==> src/design/pphp_pkg.sv <==
// package for the printer parallel host port: modes, widths, timing, carriers
// assumes a 25 MHz system clock; no software-visible registers
package pphp_pkg;

    // ------------------------------------------------------------
    // interface modes
    // ------------------------------------------------------------
    typedef enum logic [1:0] {
        MODE_COMPAT = 2'b00,
        MODE_NIBBLE = 2'b01,
        MODE_ECP    = 2'b10
    } pphp_mode_e;

    // ------------------------------------------------------------
    // receive buffer size selection
    // ------------------------------------------------------------
    typedef enum logic [1:0] {
        BUF_100K = 2'b00,
        BUF_512K = 2'b01,
        BUF_1M   = 2'b10,
        BUF_AUTO = 2'b11
    } pphp_bufsel_e;

    localparam int unsigned BUF_100K_BYTES = 102400;
    localparam int unsigned BUF_512K_BYTES = 524288;
    localparam int unsigned BUF_1M_BYTES = 1048576;

    // ------------------------------------------------------------
    // word widths per mode
    // ------------------------------------------------------------
    localparam int unsigned WORD_W = 9;
    localparam int unsigned COMPAT_BITS = 8;
    localparam int unsigned NIBBLE_BITS = 4;
    localparam int unsigned ECP_BITS = 9;
    localparam int unsigned FIFO_DEPTH = 8;

    // ------------------------------------------------------------
    // timing
    // ------------------------------------------------------------
    localparam int unsigned CLK_HZ = 25000000;
    localparam int unsigned ACK_PULSE_NS = 1000;
    localparam int unsigned ACK_CYCLES =
        (ACK_PULSE_NS * (CLK_HZ / 1000000) + 999) / 1000;

    // one received word: data, ecp command flag, mode it arrived in
    typedef struct packed {
        logic [WORD_W-1:0] data;
        logic [1:0] mode;
    } pphp_word_s;

    localparam int unsigned WORD_S_W = WORD_W + 2;

    // status returned to the host
    typedef struct packed {
        logic ack_n;
        logic busy;
        logic paper_end;
        logic select;
        logic fault_n;
    } pphp_status_s;

endpackage

==> src/design/pphp_fifo.sv <==
// parameterised receive fifo with valid/ready on both sides
// assumes a single clock; full and empty are exact
module pphp_fifo #(
    parameter int unsigned W = 11,
    parameter int unsigned DEPTH = 8
) (
    input wire logic clk_i,
    input wire logic rst_n_i,
    input wire logic en_i,
    input wire logic in_valid_i,
    output logic in_ready_o,
    input wire logic [W-1:0] in_data_i,
    output logic out_valid_o,
    input wire logic out_ready_i,
    output logic [W-1:0] out_data_o,
    output logic [$clog2(DEPTH):0] count_o
);
    localparam int unsigned AW = $clog2(DEPTH);
    logic [W-1:0] mem [DEPTH];
    logic [AW-1:0] wr_ptr;
    logic [AW-1:0] rd_ptr;

    wire do_wr = in_valid_i && in_ready_o;
    wire do_rd = out_valid_o && out_ready_i;

    // full only when all DEPTH places hold a word
    assign in_ready_o = count_o < (AW+1)'(DEPTH);
    assign out_valid_o = count_o != '0;
    assign out_data_o = mem[rd_ptr];

    always_ff @(posedge clk_i) begin
        if (en_i && do_wr) begin
            mem[wr_ptr] <= in_data_i;
        end
    end

    always_ff @(posedge clk_i) begin
        if (!rst_n_i) begin
            wr_ptr <= '0;
            rd_ptr <= '0;
            count_o <= '0;
        end else if (en_i) begin
            if (do_wr) begin
                wr_ptr <= (wr_ptr == AW'(DEPTH - 1)) ? '0 : wr_ptr + 1'b1;
            end
            if (do_rd) begin
                rd_ptr <= (rd_ptr == AW'(DEPTH - 1)) ? '0 : rd_ptr + 1'b1;
            end
            count_o <= count_o + (AW+1)'(do_wr) - (AW+1)'(do_rd);
        end
    end
endmodule

==> src/design/pphp_port.sv <==
// printer-side parallel host port: strobe capture, mode switch, status lines
// assumes host pins are asynchronous; print engine drains words from WORD_* handshake

module pphp_port #(
    parameter int unsigned FIFO_D = pphp_pkg::FIFO_DEPTH
) (
    input wire logic CLK_SYS_I,
    input wire logic RST_N_I,
    input wire logic CE_I,
    // host pins
    input wire logic STROBE_N_I,
    input wire logic [7:0] DATA_I,
    input wire logic AUTOFEED_N_I,
    input wire logic SELECT_IN_N_I,
    input wire logic INIT_N_I,
    output logic ACK_N_O,
    output logic BUSY_O,
    output logic PAPER_END_O,
    output logic SELECT_O,
    output logic FAULT_N_O,
    // printer controls
    input wire logic ONLINE_I,
    input wire logic PAPER_OUT_I,
    input wire logic ALARM_I,
    input wire logic PRINTING_I,
    input wire logic FUNC_DONE_I,
    input wire logic INIT_ENABLE_I,
    input wire logic [1:0] BUF_SEL_I,
    input wire logic [20:0] BUF_FREE_I,
    // word stream to the print engine
    output logic WORD_VALID_O,
    input wire logic WORD_READY_I,
    output logic [pphp_pkg::WORD_S_W-1:0] WORD_O,
    output logic [1:0] MODE_O,
    output logic INIT_REQ_O
);

    // ------------------------------------------------------------
    // pin synchronisers
    // ------------------------------------------------------------
    logic [11:0] pins_q;
    pphp_sync #(.W(12)) u_sync (
        .clk_i(CLK_SYS_I),
        .rst_n_i(RST_N_I),
        .en_i(CE_I),
        .pin_i({STROBE_N_I, AUTOFEED_N_I, SELECT_IN_N_I, INIT_N_I, DATA_I}),
        .q_o(pins_q)
    );
    wire strobe_n = pins_q[11];
    wire autofeed_n = pins_q[10];
    wire selin_n = pins_q[9];
    wire init_n = pins_q[8];
    wire [7:0] data = pins_q[7:0];

    logic strobe_n_d;
    logic init_n_d;
    wire strobe_fall = strobe_n_d && !strobe_n;
    wire strobe_rise = !strobe_n_d && strobe_n;
    wire init_fall = init_n_d && !init_n;

    // ------------------------------------------------------------
    // mode selection
    // ------------------------------------------------------------
    // select-in low requests 1284 negotiation (high keeps compatibility); auto-feed picks ecp vs nibble
    logic [1:0] mode;
    wire [1:0] req_mode = selin_n ? pphp_pkg::MODE_COMPAT :
                          (autofeed_n ? pphp_pkg::MODE_NIBBLE : pphp_pkg::MODE_ECP);

    // ------------------------------------------------------------
    // receive word forming
    // ------------------------------------------------------------
    // ecp uses auto-feed as the ninth (command/data) bit
    function automatic logic [pphp_pkg::WORD_W-1:0] form_word(input logic [1:0] m,
            input logic [7:0] d, input logic af_n);
        unique case (m)
            pphp_pkg::MODE_NIBBLE: form_word = {5'h00, d[3:0]};
            pphp_pkg::MODE_ECP: form_word = {af_n, d};
            default: form_word = {1'b0, d};
        endcase
    endfunction

    pphp_pkg::pphp_word_s in_word;
    assign in_word.data = form_word(mode, data, autofeed_n);
    assign in_word.mode = mode;

    logic in_valid;
    logic in_ready;
    logic [$clog2(FIFO_D):0] fifo_count;
    logic [pphp_pkg::WORD_S_W-1:0] fifo_out;
    logic fifo_out_valid;
    // fifo only gives up a word when the output slot really takes it
    wire slot_take = !WORD_VALID_O || WORD_READY_I;

    pphp_fifo #(.W(pphp_pkg::WORD_S_W), .DEPTH(FIFO_D)) u_fifo (
        .clk_i(CLK_SYS_I),
        .rst_n_i(RST_N_I && !INIT_REQ_O),
        .en_i(CE_I),
        .in_valid_i(in_valid),
        .in_ready_o(in_ready),
        .in_data_i(in_word),
        .out_valid_o(fifo_out_valid),
        .out_ready_i(slot_take),
        .out_data_o(fifo_out),
        .count_o(fifo_count)
    );

    // ------------------------------------------------------------
    // buffer space check
    // ------------------------------------------------------------
    function automatic logic [20:0] buf_limit(input logic [1:0] sel);
        unique case (sel)
            pphp_pkg::BUF_100K: buf_limit = 21'(pphp_pkg::BUF_100K_BYTES);
            pphp_pkg::BUF_512K: buf_limit = 21'(pphp_pkg::BUF_512K_BYTES);
            pphp_pkg::BUF_1M: buf_limit = 21'(pphp_pkg::BUF_1M_BYTES);
            default: buf_limit = 21'(pphp_pkg::BUF_1M_BYTES);
        endcase
    endfunction
    // auto: any nonzero free space the engine reports counts as room; the 1M limit plays no part
    wire [20:0] limit = buf_limit(BUF_SEL_I);
    // free space above the limit would wrap the subtraction, so it counts as nothing used
    wire free_over = BUF_FREE_I >= limit;
    wire [20:0] used = (BUF_SEL_I == pphp_pkg::BUF_AUTO || free_over) ? 21'h000000 :
                       limit - BUF_FREE_I;
    wire buf_room = (BUF_FREE_I != 21'h000000) && (used < limit);

    // ------------------------------------------------------------
    // handshake state machine
    // ------------------------------------------------------------
    typedef enum logic [1:0] {
        ST_IDLE = 2'b00,
        ST_STORE = 2'b01,
        ST_WAIT_HI = 2'b10,
        ST_ACK = 2'b11
    } pphp_state_e;

    pphp_state_e state;
    pphp_state_e next_state;
    logic [7:0] ack_cnt;
    logic busy_hs;

    wire accept = strobe_fall && SELECT_O;
    assign in_valid = (state == ST_STORE);

    always_comb begin
        next_state = state;
        unique case (state)
            ST_IDLE: if (accept) next_state = ST_STORE;
            ST_STORE: if (in_ready) next_state = ST_WAIT_HI;
            ST_WAIT_HI: if (strobe_n) next_state = ST_ACK;
            ST_ACK: if (ack_cnt == 8'h01) next_state = ST_IDLE;
        endcase
    end

    wire ack_start = (state == ST_WAIT_HI) && strobe_n;
    wire hold_busy = PRINTING_I || ALARM_I || !buf_room || !in_ready;

    always_ff @(posedge CLK_SYS_I) begin
        if (!RST_N_I || INIT_REQ_O) begin
            state <= ST_IDLE;
            ack_cnt <= 8'h00;
        end else if (CE_I) begin
            state <= next_state;
            if (ack_start || (FUNC_DONE_I && state == ST_IDLE)) begin
                ack_cnt <= 8'(pphp_pkg::ACK_CYCLES);
            end else if (ack_cnt != 8'h00) begin
                ack_cnt <= ack_cnt - 8'h01;
            end
        end
    end

    // ------------------------------------------------------------
    // pin outputs and mode register
    // ------------------------------------------------------------
    always_ff @(posedge CLK_SYS_I) begin
        if (!RST_N_I) begin
            // match the synchroniser's reset level so no false edge follows reset
            strobe_n_d <= 1'b0;
            init_n_d <= 1'b0;
            mode <= pphp_pkg::MODE_COMPAT;
            busy_hs <= 1'b0;
            ACK_N_O <= 1'b1;
            BUSY_O <= 1'b1;
            PAPER_END_O <= 1'b0;
            SELECT_O <= 1'b0;
            FAULT_N_O <= 1'b1;
            INIT_REQ_O <= 1'b0;
            MODE_O <= pphp_pkg::MODE_COMPAT;
            WORD_VALID_O <= 1'b0;
            WORD_O <= '0;
        end else if (CE_I) begin
            strobe_n_d <= strobe_n;
            init_n_d <= init_n;
            // mode only changes between transfers
            if (state == ST_IDLE && strobe_n) begin
                mode <= req_mode;
            end
            busy_hs <= accept || (state != ST_IDLE && next_state != ST_IDLE);
            ACK_N_O <= !(ack_cnt != 8'h00);
            BUSY_O <= busy_hs || hold_busy || accept || !SELECT_O;
            PAPER_END_O <= PAPER_OUT_I;
            SELECT_O <= ONLINE_I && !ALARM_I;
            FAULT_N_O <= !(PAPER_OUT_I || ALARM_I);
            INIT_REQ_O <= init_fall && INIT_ENABLE_I;
            MODE_O <= mode;
            // output register slot; refills from fifo when empty or taken
            if (slot_take) begin
                WORD_VALID_O <= fifo_out_valid && !INIT_REQ_O;
                WORD_O <= fifo_out;
            end
        end
    end

endmodule

==> src/design/pphp_sync.sv <==
// three-stage synchroniser for host pins
// assumes pins are asynchronous to CLK_SYS_I; a change counts once stages 2 and 3 agree
module pphp_sync #(
    parameter int unsigned W = 1
) (
    input wire logic clk_i,
    input wire logic rst_n_i,
    input wire logic en_i,
    input wire logic [W-1:0] pin_i,
    output logic [W-1:0] q_o
);
    logic [W-1:0] s1;
    logic [W-1:0] s2;
    logic [W-1:0] s3;
    wire [W-1:0] agree = ~(s2 ^ s3);

    always_ff @(posedge clk_i) begin
        if (!rst_n_i) begin
            s1 <= '0;
            s2 <= '0;
            s3 <= '0;
            q_o <= '0;
        end else if (en_i) begin
            s1 <= pin_i;
            s2 <= s1;
            s3 <= s2;
            q_o <= (agree & s3) | (~agree & q_o);
        end
    end
endmodule

==> config.mk <==
export PLATFORM = sky130hd
export DESIGN_NAME = pphp_port
export DESIGN_NICKNAME = d
export VERILOG_FILES = /design/src/design/pphp_pkg.sv /design/src/design/pphp_fifo.sv /design/src/design/pphp_port.sv /design/src/design/pphp_sync.sv
export SDC_FILE = /design/constraint.sdc
export NUM_CORES = 1
export LEC_CHECK = 0
export BUFFER_PORTS_ARGS = -buffer_cell sky130_fd_sc_hd__buf_2
export CORE_ASPECT_RATIO = 1.1
export CORE_MARGIN = 3
export CORE_UTILIZATION = 60
export DETAILED_ROUTE_END_ITERATION = 12
export PLACE_DENSITY = 0.86
export REMOVE_ABC_BUFFERS = 1
export SLEW_MARGIN = 40
export SYNTH_ARGS = -nofsm -noshare
export SYNTH_HDL_FRONTEND = slang
export SYNTH_SLANG_ARGS = --single-unit
export TNS_END_PERCENT = 50
==> constraint.sdc <==
create_clock -name CLK_SYS_I -period 3.6 [get_ports CLK_SYS_I]
set_clock_uncertainty 0.05 [all_clocks]
set_input_delay 0 -clock CLK_SYS_I [delete_from_list [all_inputs] [get_ports CLK_SYS_I]]
set_output_delay 0 -clock CLK_SYS_I [all_outputs]
set_load 0.01 [all_outputs]
==> impl_metrics.yaml, run 1 <==
run_status:
  status: "completed"
clocking:
  cts.sinks: 181
  ctsHtreeMaxLevel: 4
  cts-root-buf: "clkbuf_16"
  clockBufferDepth: 2
  cts_setup_buffers: 0
  cts.clk_slew.worst_paths_ps: 60
  cts_buffers: 17
  cts_tree: "built"
  ctsResizeCount: 0
  clock_latency_ps: 430
  hold_buffers: 19
floorplan:
  core_area_mm2: 0.0128
  die_y_um: 127
  io_pins: 65
  start_util_pct: 62.3
  rows: 43
  die_w_um: 116
  die-area_mm2: 0.0147
yosys:
  synth-async-reset-ratio_pct: 0
  yosysSeqAreaShare_pct: 56.5
  ys_ff_latch: 181
  ys.warnings.count: 0
  synth_ff_type: "dfxtp_1"
  syn-instance-count: 644
  ys_types: 62
  postSynthAreaPerCell_um2: 12.4
  synth_edf_count: 88
  netlist_area_mm2: 0.00797
placement:
  gp_congestion: 0.827
  hpwl_um: 10300
  io_buffers: 64
  place_inst: 842
  preCtsSetupSlack_ps: 148
timing:
  max_freq_mhz: 330
  finalCriticalPeriod_ps: 3030
  setup_ws_ps: 574
  rsz0062_at_grt: "no"
  drv_slew: 0
  worst_pin_slew_ps: 880
  final.setup.tns_ps: 0
  setup_viol: 0
  timing.final.crit_share_pct: 84.1
  relSlewSlack_pct: 41.3
  hold_violations: 0
  whs_ps: 11.7
global_routing:
  grt.busiest_layer: "met2"
  use_met3_pct: 5.63
  grt_max_degree: 49
  grt_use_total_pct: 23.4
  antenna_found_initial: 0
  grt_use_met2_pct: 39.5
  grt_pass1_vias: 5371
  overflow: 0
  grt_pass1_wl_um: 26700
  grt_use_met1_pct: 29.6
layout:
  antenna_cells: 0
  finish.net_count: 787
  stdcell_count: 893
  final_layout_size_suffix_gt1_share_pct: 19.8
  n_fill_cell: 827
  syn2layout_area_growth_pct: 15.2
min_path:
  hold_class: "in2reg"
  min_to: "BUSY_O$_SDFFE_PN1P_"
  hp-start: "BUF_FREE_I[17]"
  hold_depth: 4
power:
  leakage_nw: 3.72
  pwr-share-clk_pct: 35.8
  intPower_mw: 3.60
  finalPower_mw: 4.89
  seqPwrFrac_pct: 47.3
  vdd_ir_drop_max_mv: 0.297
  power_density_mw_per_mm2: 533
  pwr-share-comb_pct: 16.9
  p_switching_mw: 1.29
  swShare_pct: 26.3
routing:
  drc_errors: 0
  via_per_inst: 5.98
  wl_per_cell_um: 18.3
  via_count: 5339
  drt_iter0_drc: 377
  routed_wirelength_um: 16300
  first_pass_iters: 5
  antenna_left: 0
critical_path:
  reg2reg_to: "u_fifo.count_o[2]$_SDFFE_PN0P_"
  worstSetupPathType: "in2reg"
  end_kind: "flip-flop"
  ff2ff_path_depth: 13
  cp_max_fo: 8
  crit_required_ps: 3860
  setup.worst_path.start_class: "input pin"
  crit_arrival_ps: 3290
  reg2reg_from: "u_fifo.count_o[3]$_SDFFE_PN0P_"
  r2r_slack_ps: 1240
flow_run:
  drv_cap: 0
-- critical path: stages --
cell      delay (ps)
buf_2            140
or2_1            320
clkinv_4         140
ha_1             320
a21oi_1          170
a21boi_1         380
o31ai_2          110
nand2_1          130
nor3_2            70
ha_1             180
or4b_1           470
a21oi_1          130
o211ai_1         120
a211o_1          310
a41oi_1          210
a211oi_2         100
-- stage by stage --
| step | area, um2 | util, % |
|---|---|---|
| finish | 9180 | 71.7 |
| global route | 9180 | 71.7 |
| CTS | 9180 | 71.7 |
| detailed placement | 8440 | 65.9 |
| global placement | 8440 | 65.9 |
| floorplan | 7830 | - |
-- power by group through the flow --
stage                     combinational, mW  sequential [mW]  clock, mW
after global placement                0.774             2.35          0
after global routing                  0.928             2.33       1.86
after detailed placement              0.811             2.36          0
after floorplan                       0.565             2.38          0
final                                 0.826             2.31       1.75
after CTS                             0.835             2.31       1.77
-- layout by cell type (no fill, tap or decap), types with 6 or more instances in the layout --
cell type	Yosys	routed
buf_2	5	63
ha_1	18	18
a21o_1	16	16
nor2b_1	47	47
xnor2_1	7	7
a21boi_0	16	16
nor3_1	12	12
edfxtp_1	88	88
dlygate4sd3_1	0	19
o21ai_0	20	20
nand2_1	46	46
mux2i_1	54	54
o211a_1	13	13
xor2_1	6	6
nor2_1	36	36
nand3_1	7	7
dfxtp_1	93	92
clkbuf_16	0	17
a21oi_1	19	19
buf_4	1	12
inv_1	21	21
mux4_2	22	22
-- area by class of cell --
type | count | area, um2 | area share (%)
Tap cell | 157 | 196 | 2.14
Multi-Input combinational cell | 407 | 3240 | 35.3
Clock buffer | 18 | 429 | 4.67
Inverter | 22 | 87.6 | 0.954
Clock inverter | 14 | 125 | 1.36
Timing Repair Buffer | 94 | 596 | 6.49
Sequential cell | 181 | 4510 | 49.1
-- state kept, by name (all words and copies together), names as in the netlist, 2 cells and up, named ones only --
signal,count
MODE_O,2
WORD_O,11
ack_cnt,8
mode,2
state,2
u_fifo.count_o,4
u_fifo.mem,88
u_fifo.rd_ptr,3
u_fifo.wr_ptr,3
u_sync.s1,12
u_sync.s2,12
u_sync.s3,12
-- metal layers --
metal	wire, um	vias up
li1	-	2518
met5	0	-
met1	6630	2594
met2	8410	195
met3	952	32
met4	312	0
-- worst max-delay path by stage --
stage                  from  cells past startpoint  slack [ps]                  end
2_1_floorplan  BUF_SEL_I[1]                     15         640  BUSY_O$_SDFFE_PN1P_
3_3_place_gp   BUF_SEL_I[1]                     16         300  BUSY_O$_SDFFE_PN1P_
3_5_place_dp   BUF_SEL_I[1]                     16         150  BUSY_O$_SDFFE_PN1P_
4_1_cts        BUF_SEL_I[1]                     16         600  BUSY_O$_SDFFE_PN1P_
5_1_grt        BUF_SEL_I[1]                     16         290  BUSY_O$_SDFFE_PN1P_
6_report       BUF_SEL_I[1]                     16         570  BUSY_O$_SDFFE_PN1P_
-- synthesized netlist by cell type, types with 2 or more instances --
cell,instances,area share [%]
dfxtp_1,93,23
edfxtp_1,88,33
mux2i_1,54,6.8
nor2b_1,47,3.7
nand2_1,46,2.2
nor2_1,36,1.7
clkbuf_1,22,1.0
mux4_2,22,6.2
inv_1,21,0.99
o21ai_0,20,1.3
a21oi_1,19,1.2
ha_1,18,2.8
a21boi_0,16,1.5
a21o_1,16,1.5
o211a_1,13,1.6
nor3_1,12,0.75
nand3_1,7,0.44
xnor2_1,7,0.77
xor2_1,6,0.66
a211oi_1,5,0.47
buf_1,5,0.24
buf_2,5,0.31
nand2b_1,5,0.39
nand4_1,5,0.39
a31oi_1,4,0.31
and2_1,4,0.31
nor3b_1,3,0.28
nor4_1,3,0.24
nor4_4,3,0.80
a311oi_1,2,0.22
nand3b_1,2,0.19
nor3_2,2,0.25
o21a_1,2,0.19
o22ai_1,2,0.16
or2_1,2,0.16
-- logic make-up after synthesis --
logic type	after synthesis	synth area share, %
muxes	77	13.1
and+or+nand+nor	185	12.6
DFF	181	56.5
AOI/OAI and AO/OA	113	10.3
buffers and inverters	56	2.92
xor gates and xnor gates	13	1.43
adders and majority gates	19	3.08
Power figures use the tool's default switching activity.
==> run 2: changes to the inputs <==
Clock period 3.6 ns to 3.01 ns, I/O delays scaled along.
==> run 2 against run 1 <==
Against the previous run: count of clock-buffer cells in the layout rose by 3; sequential cell count stayed put; non-clock buffer count is 15 higher; global-route usage down 0.13 points; total power is 23% higher; sequential share of layout area fell by 0.85 points.
==> impl_metrics.yaml, run 2 (synthesis gave the netlist of run 1 again) <==
run_status:
  status: "completed"
placement:
  io_buffers: 64
  gp_congestion: 0.888
  preCtsSetupSlack_ps: -147
  hpwl_um: 10200
timing:
  relSlewSlack_pct: 53.3
  worst_pin_slew_ps: 700
  setup_ws_ps: 153
  max_freq_mhz: 350
  finalCriticalPeriod_ps: 2860
  timing.final.crit_share_pct: 94.9
  setup_viol: 0
  hold_violations: 0
  drv_slew: 0
critical_path:
  worstSetupPathType: "in2reg"
  crit_arrival_ps: 3110
  reg2reg_to: "u_fifo.count_o[2]$_SDFFE_PN0P_"
  end_kind: "flip-flop"
  r2r_slack_ps: 720
  crit_required_ps: 3260
  cp_max_fo: 4
  setup.worst_path.start_class: "input pin"
  ff2ff_path_depth: 13
  reg2reg_from: "u_fifo.count_o[3]$_SDFFE_PN0P_"
routing:
  via_count: 5369
  drc_errors: 0
  wl_per_cell_um: 17.9
  routed_wirelength_um: 16300
  first_pass_iters: 5
  via_per_inst: 5.91
  antenna_left: 0
  drt_iter0_drc: 302
layout:
  fin_util_pct: 73.0
  finish.net_count: 802
  largest_register: "u_fifo.mem"
  syn2layout_area_growth_pct: 17.2
  layout_common_cells: "92 x dfxtp_1, 88 x edfxtp_1, 63 x buf_2, 54 x mux2i_1, 47 x nor2b_1"
  final_layout_size_suffix_gt1_share_pct: 20.9
  largest_reg_flops: 88
  final_common_cell: "dfxtp_1"
  antenna_cells: 0
min_path:
  hp-start: "BUF_FREE_I[18]"
  hold_depth: 4
  min_to: "BUSY_O$_SDFFE_PN1P_"
  hold_class: "in2reg"
global_routing:
  grt_use_met2_pct: 40.6
  grt_pass1_vias: 5419
  grt_use_total_pct: 23.3
  grt.busiest_layer: "met2"
  grt_pass1_wl_um: 26600
  grt_max_degree: 48
  overflow: 0
  antenna_found_initial: 0
  grt_use_met1_pct: 29.2
  use_met3_pct: 4.39
power:
  intPower_mw: 4.51
  p_switching_mw: 1.50
  pwr-share-clk_pct: 37.0
  vdd_ir_drop_max_mv: 0.516
  seqPwrFrac_pct: 45.7
  swShare_pct: 25.0
  power_density_mw_per_mm2: 643
  leakage_nw: 3.76
  pwr-share-comb_pct: 17.3
clocking:
  cts.clk_slew.worst_paths_ps: 60
  ctsHtreeMaxLevel: 4
  clock_latency_ps: 430
  cts-root-buf: "clkbuf_16"
  cts_tree: "built"
  cts.sinks: 181
  cts_buffers: 17
  clockBufferDepth: 2
floorplan:
  start_util_pct: 62.3
  core_area_mm2: 0.0128
  io_pins: 65
  die_y_um: 127
  rows: 43
  die_w_um: 116
  die-area_mm2: 0.0147
flow_run:
  drv_cap: 0
[run 2: through the flow]
step	area [um2]	hold slack [ps]	TNS [ps]	cells	total power, mW
after floorplan	7830	11.9	0	610	3.52
after global placement	8530	206	0	855	3.74
after detailed placement	8530	217	-147	855	3.80
after CTS	9320	28.1	0	906	6.04
after global routing	9350	69.9	-15.7	908	6.28
final	9350	65.4	0	908	6.01
[run 2: worst max path at each step]
stage	start	to	slack [ps]
finish	BUF_FREE_I[17]	BUSY_O$_SDFFE_PN1P_	150
global route	BUF_FREE_I[17]	BUSY_O$_SDFFE_PN1P_	-20
CTS	BUF_FREE_I[17]	BUSY_O$_SDFFE_PN1P_	140
detailed placement	BUF_FREE_I[2]	BUSY_O$_SDFFE_PN1P_	-150
global placement	BUF_SEL_I[1]	BUSY_O$_SDFFE_PN1P_	40
floorplan	BUF_SEL_I[1]	BUSY_O$_SDFFE_PN1P_	50
[run 2: layout make-up]
type                       count  area, um2
inverter                      22       87.6
fill                         831       3460
clock inverter                11        149
multi-input combinational    407       3250
tap                          157        196
clock buffer                  21        450
sequential                   181       4510
timing repair buffer         109        708
[run 2: worst max-delay path, stage by stage]
cell,delay (ps)
dlygate4sd3_1,530
buf_2,150
nor2_1,160
nand2_1,120
buf_4,160
a31oi_1,200
o21a_1,170
nor3_2,40
ha_1,170
or4b_1,470
a21oi_1,140
o211ai_1,140
a211o_1,330
a41oi_1,220
a211oi_2,100
[run 2: power groups by stage]
stage	registers, mW	clock network (mW)	logic [mW]
floorplan	2.85	0	0.670
global placement	2.79	0	0.955
detailed placement	2.80	0	1.00
CTS	2.75	2.25	1.04
global route	2.76	2.35	1.17
finish	2.75	2.23	1.04
[run 2: timing repair]
item,CTS,global route
hold buffers,19,0
resized for setup,0,2
endpoints found under the setup margin,0,1
setup buffers,0,2
endpoints found under the hold margin,21,0
[run 2: metal layers]
metal,part of all wire [%],up-vias
met3,4.7,31
li1,-,2540
met5,0,-
met4,1.8,0
met2,53,168
met1,41,2630
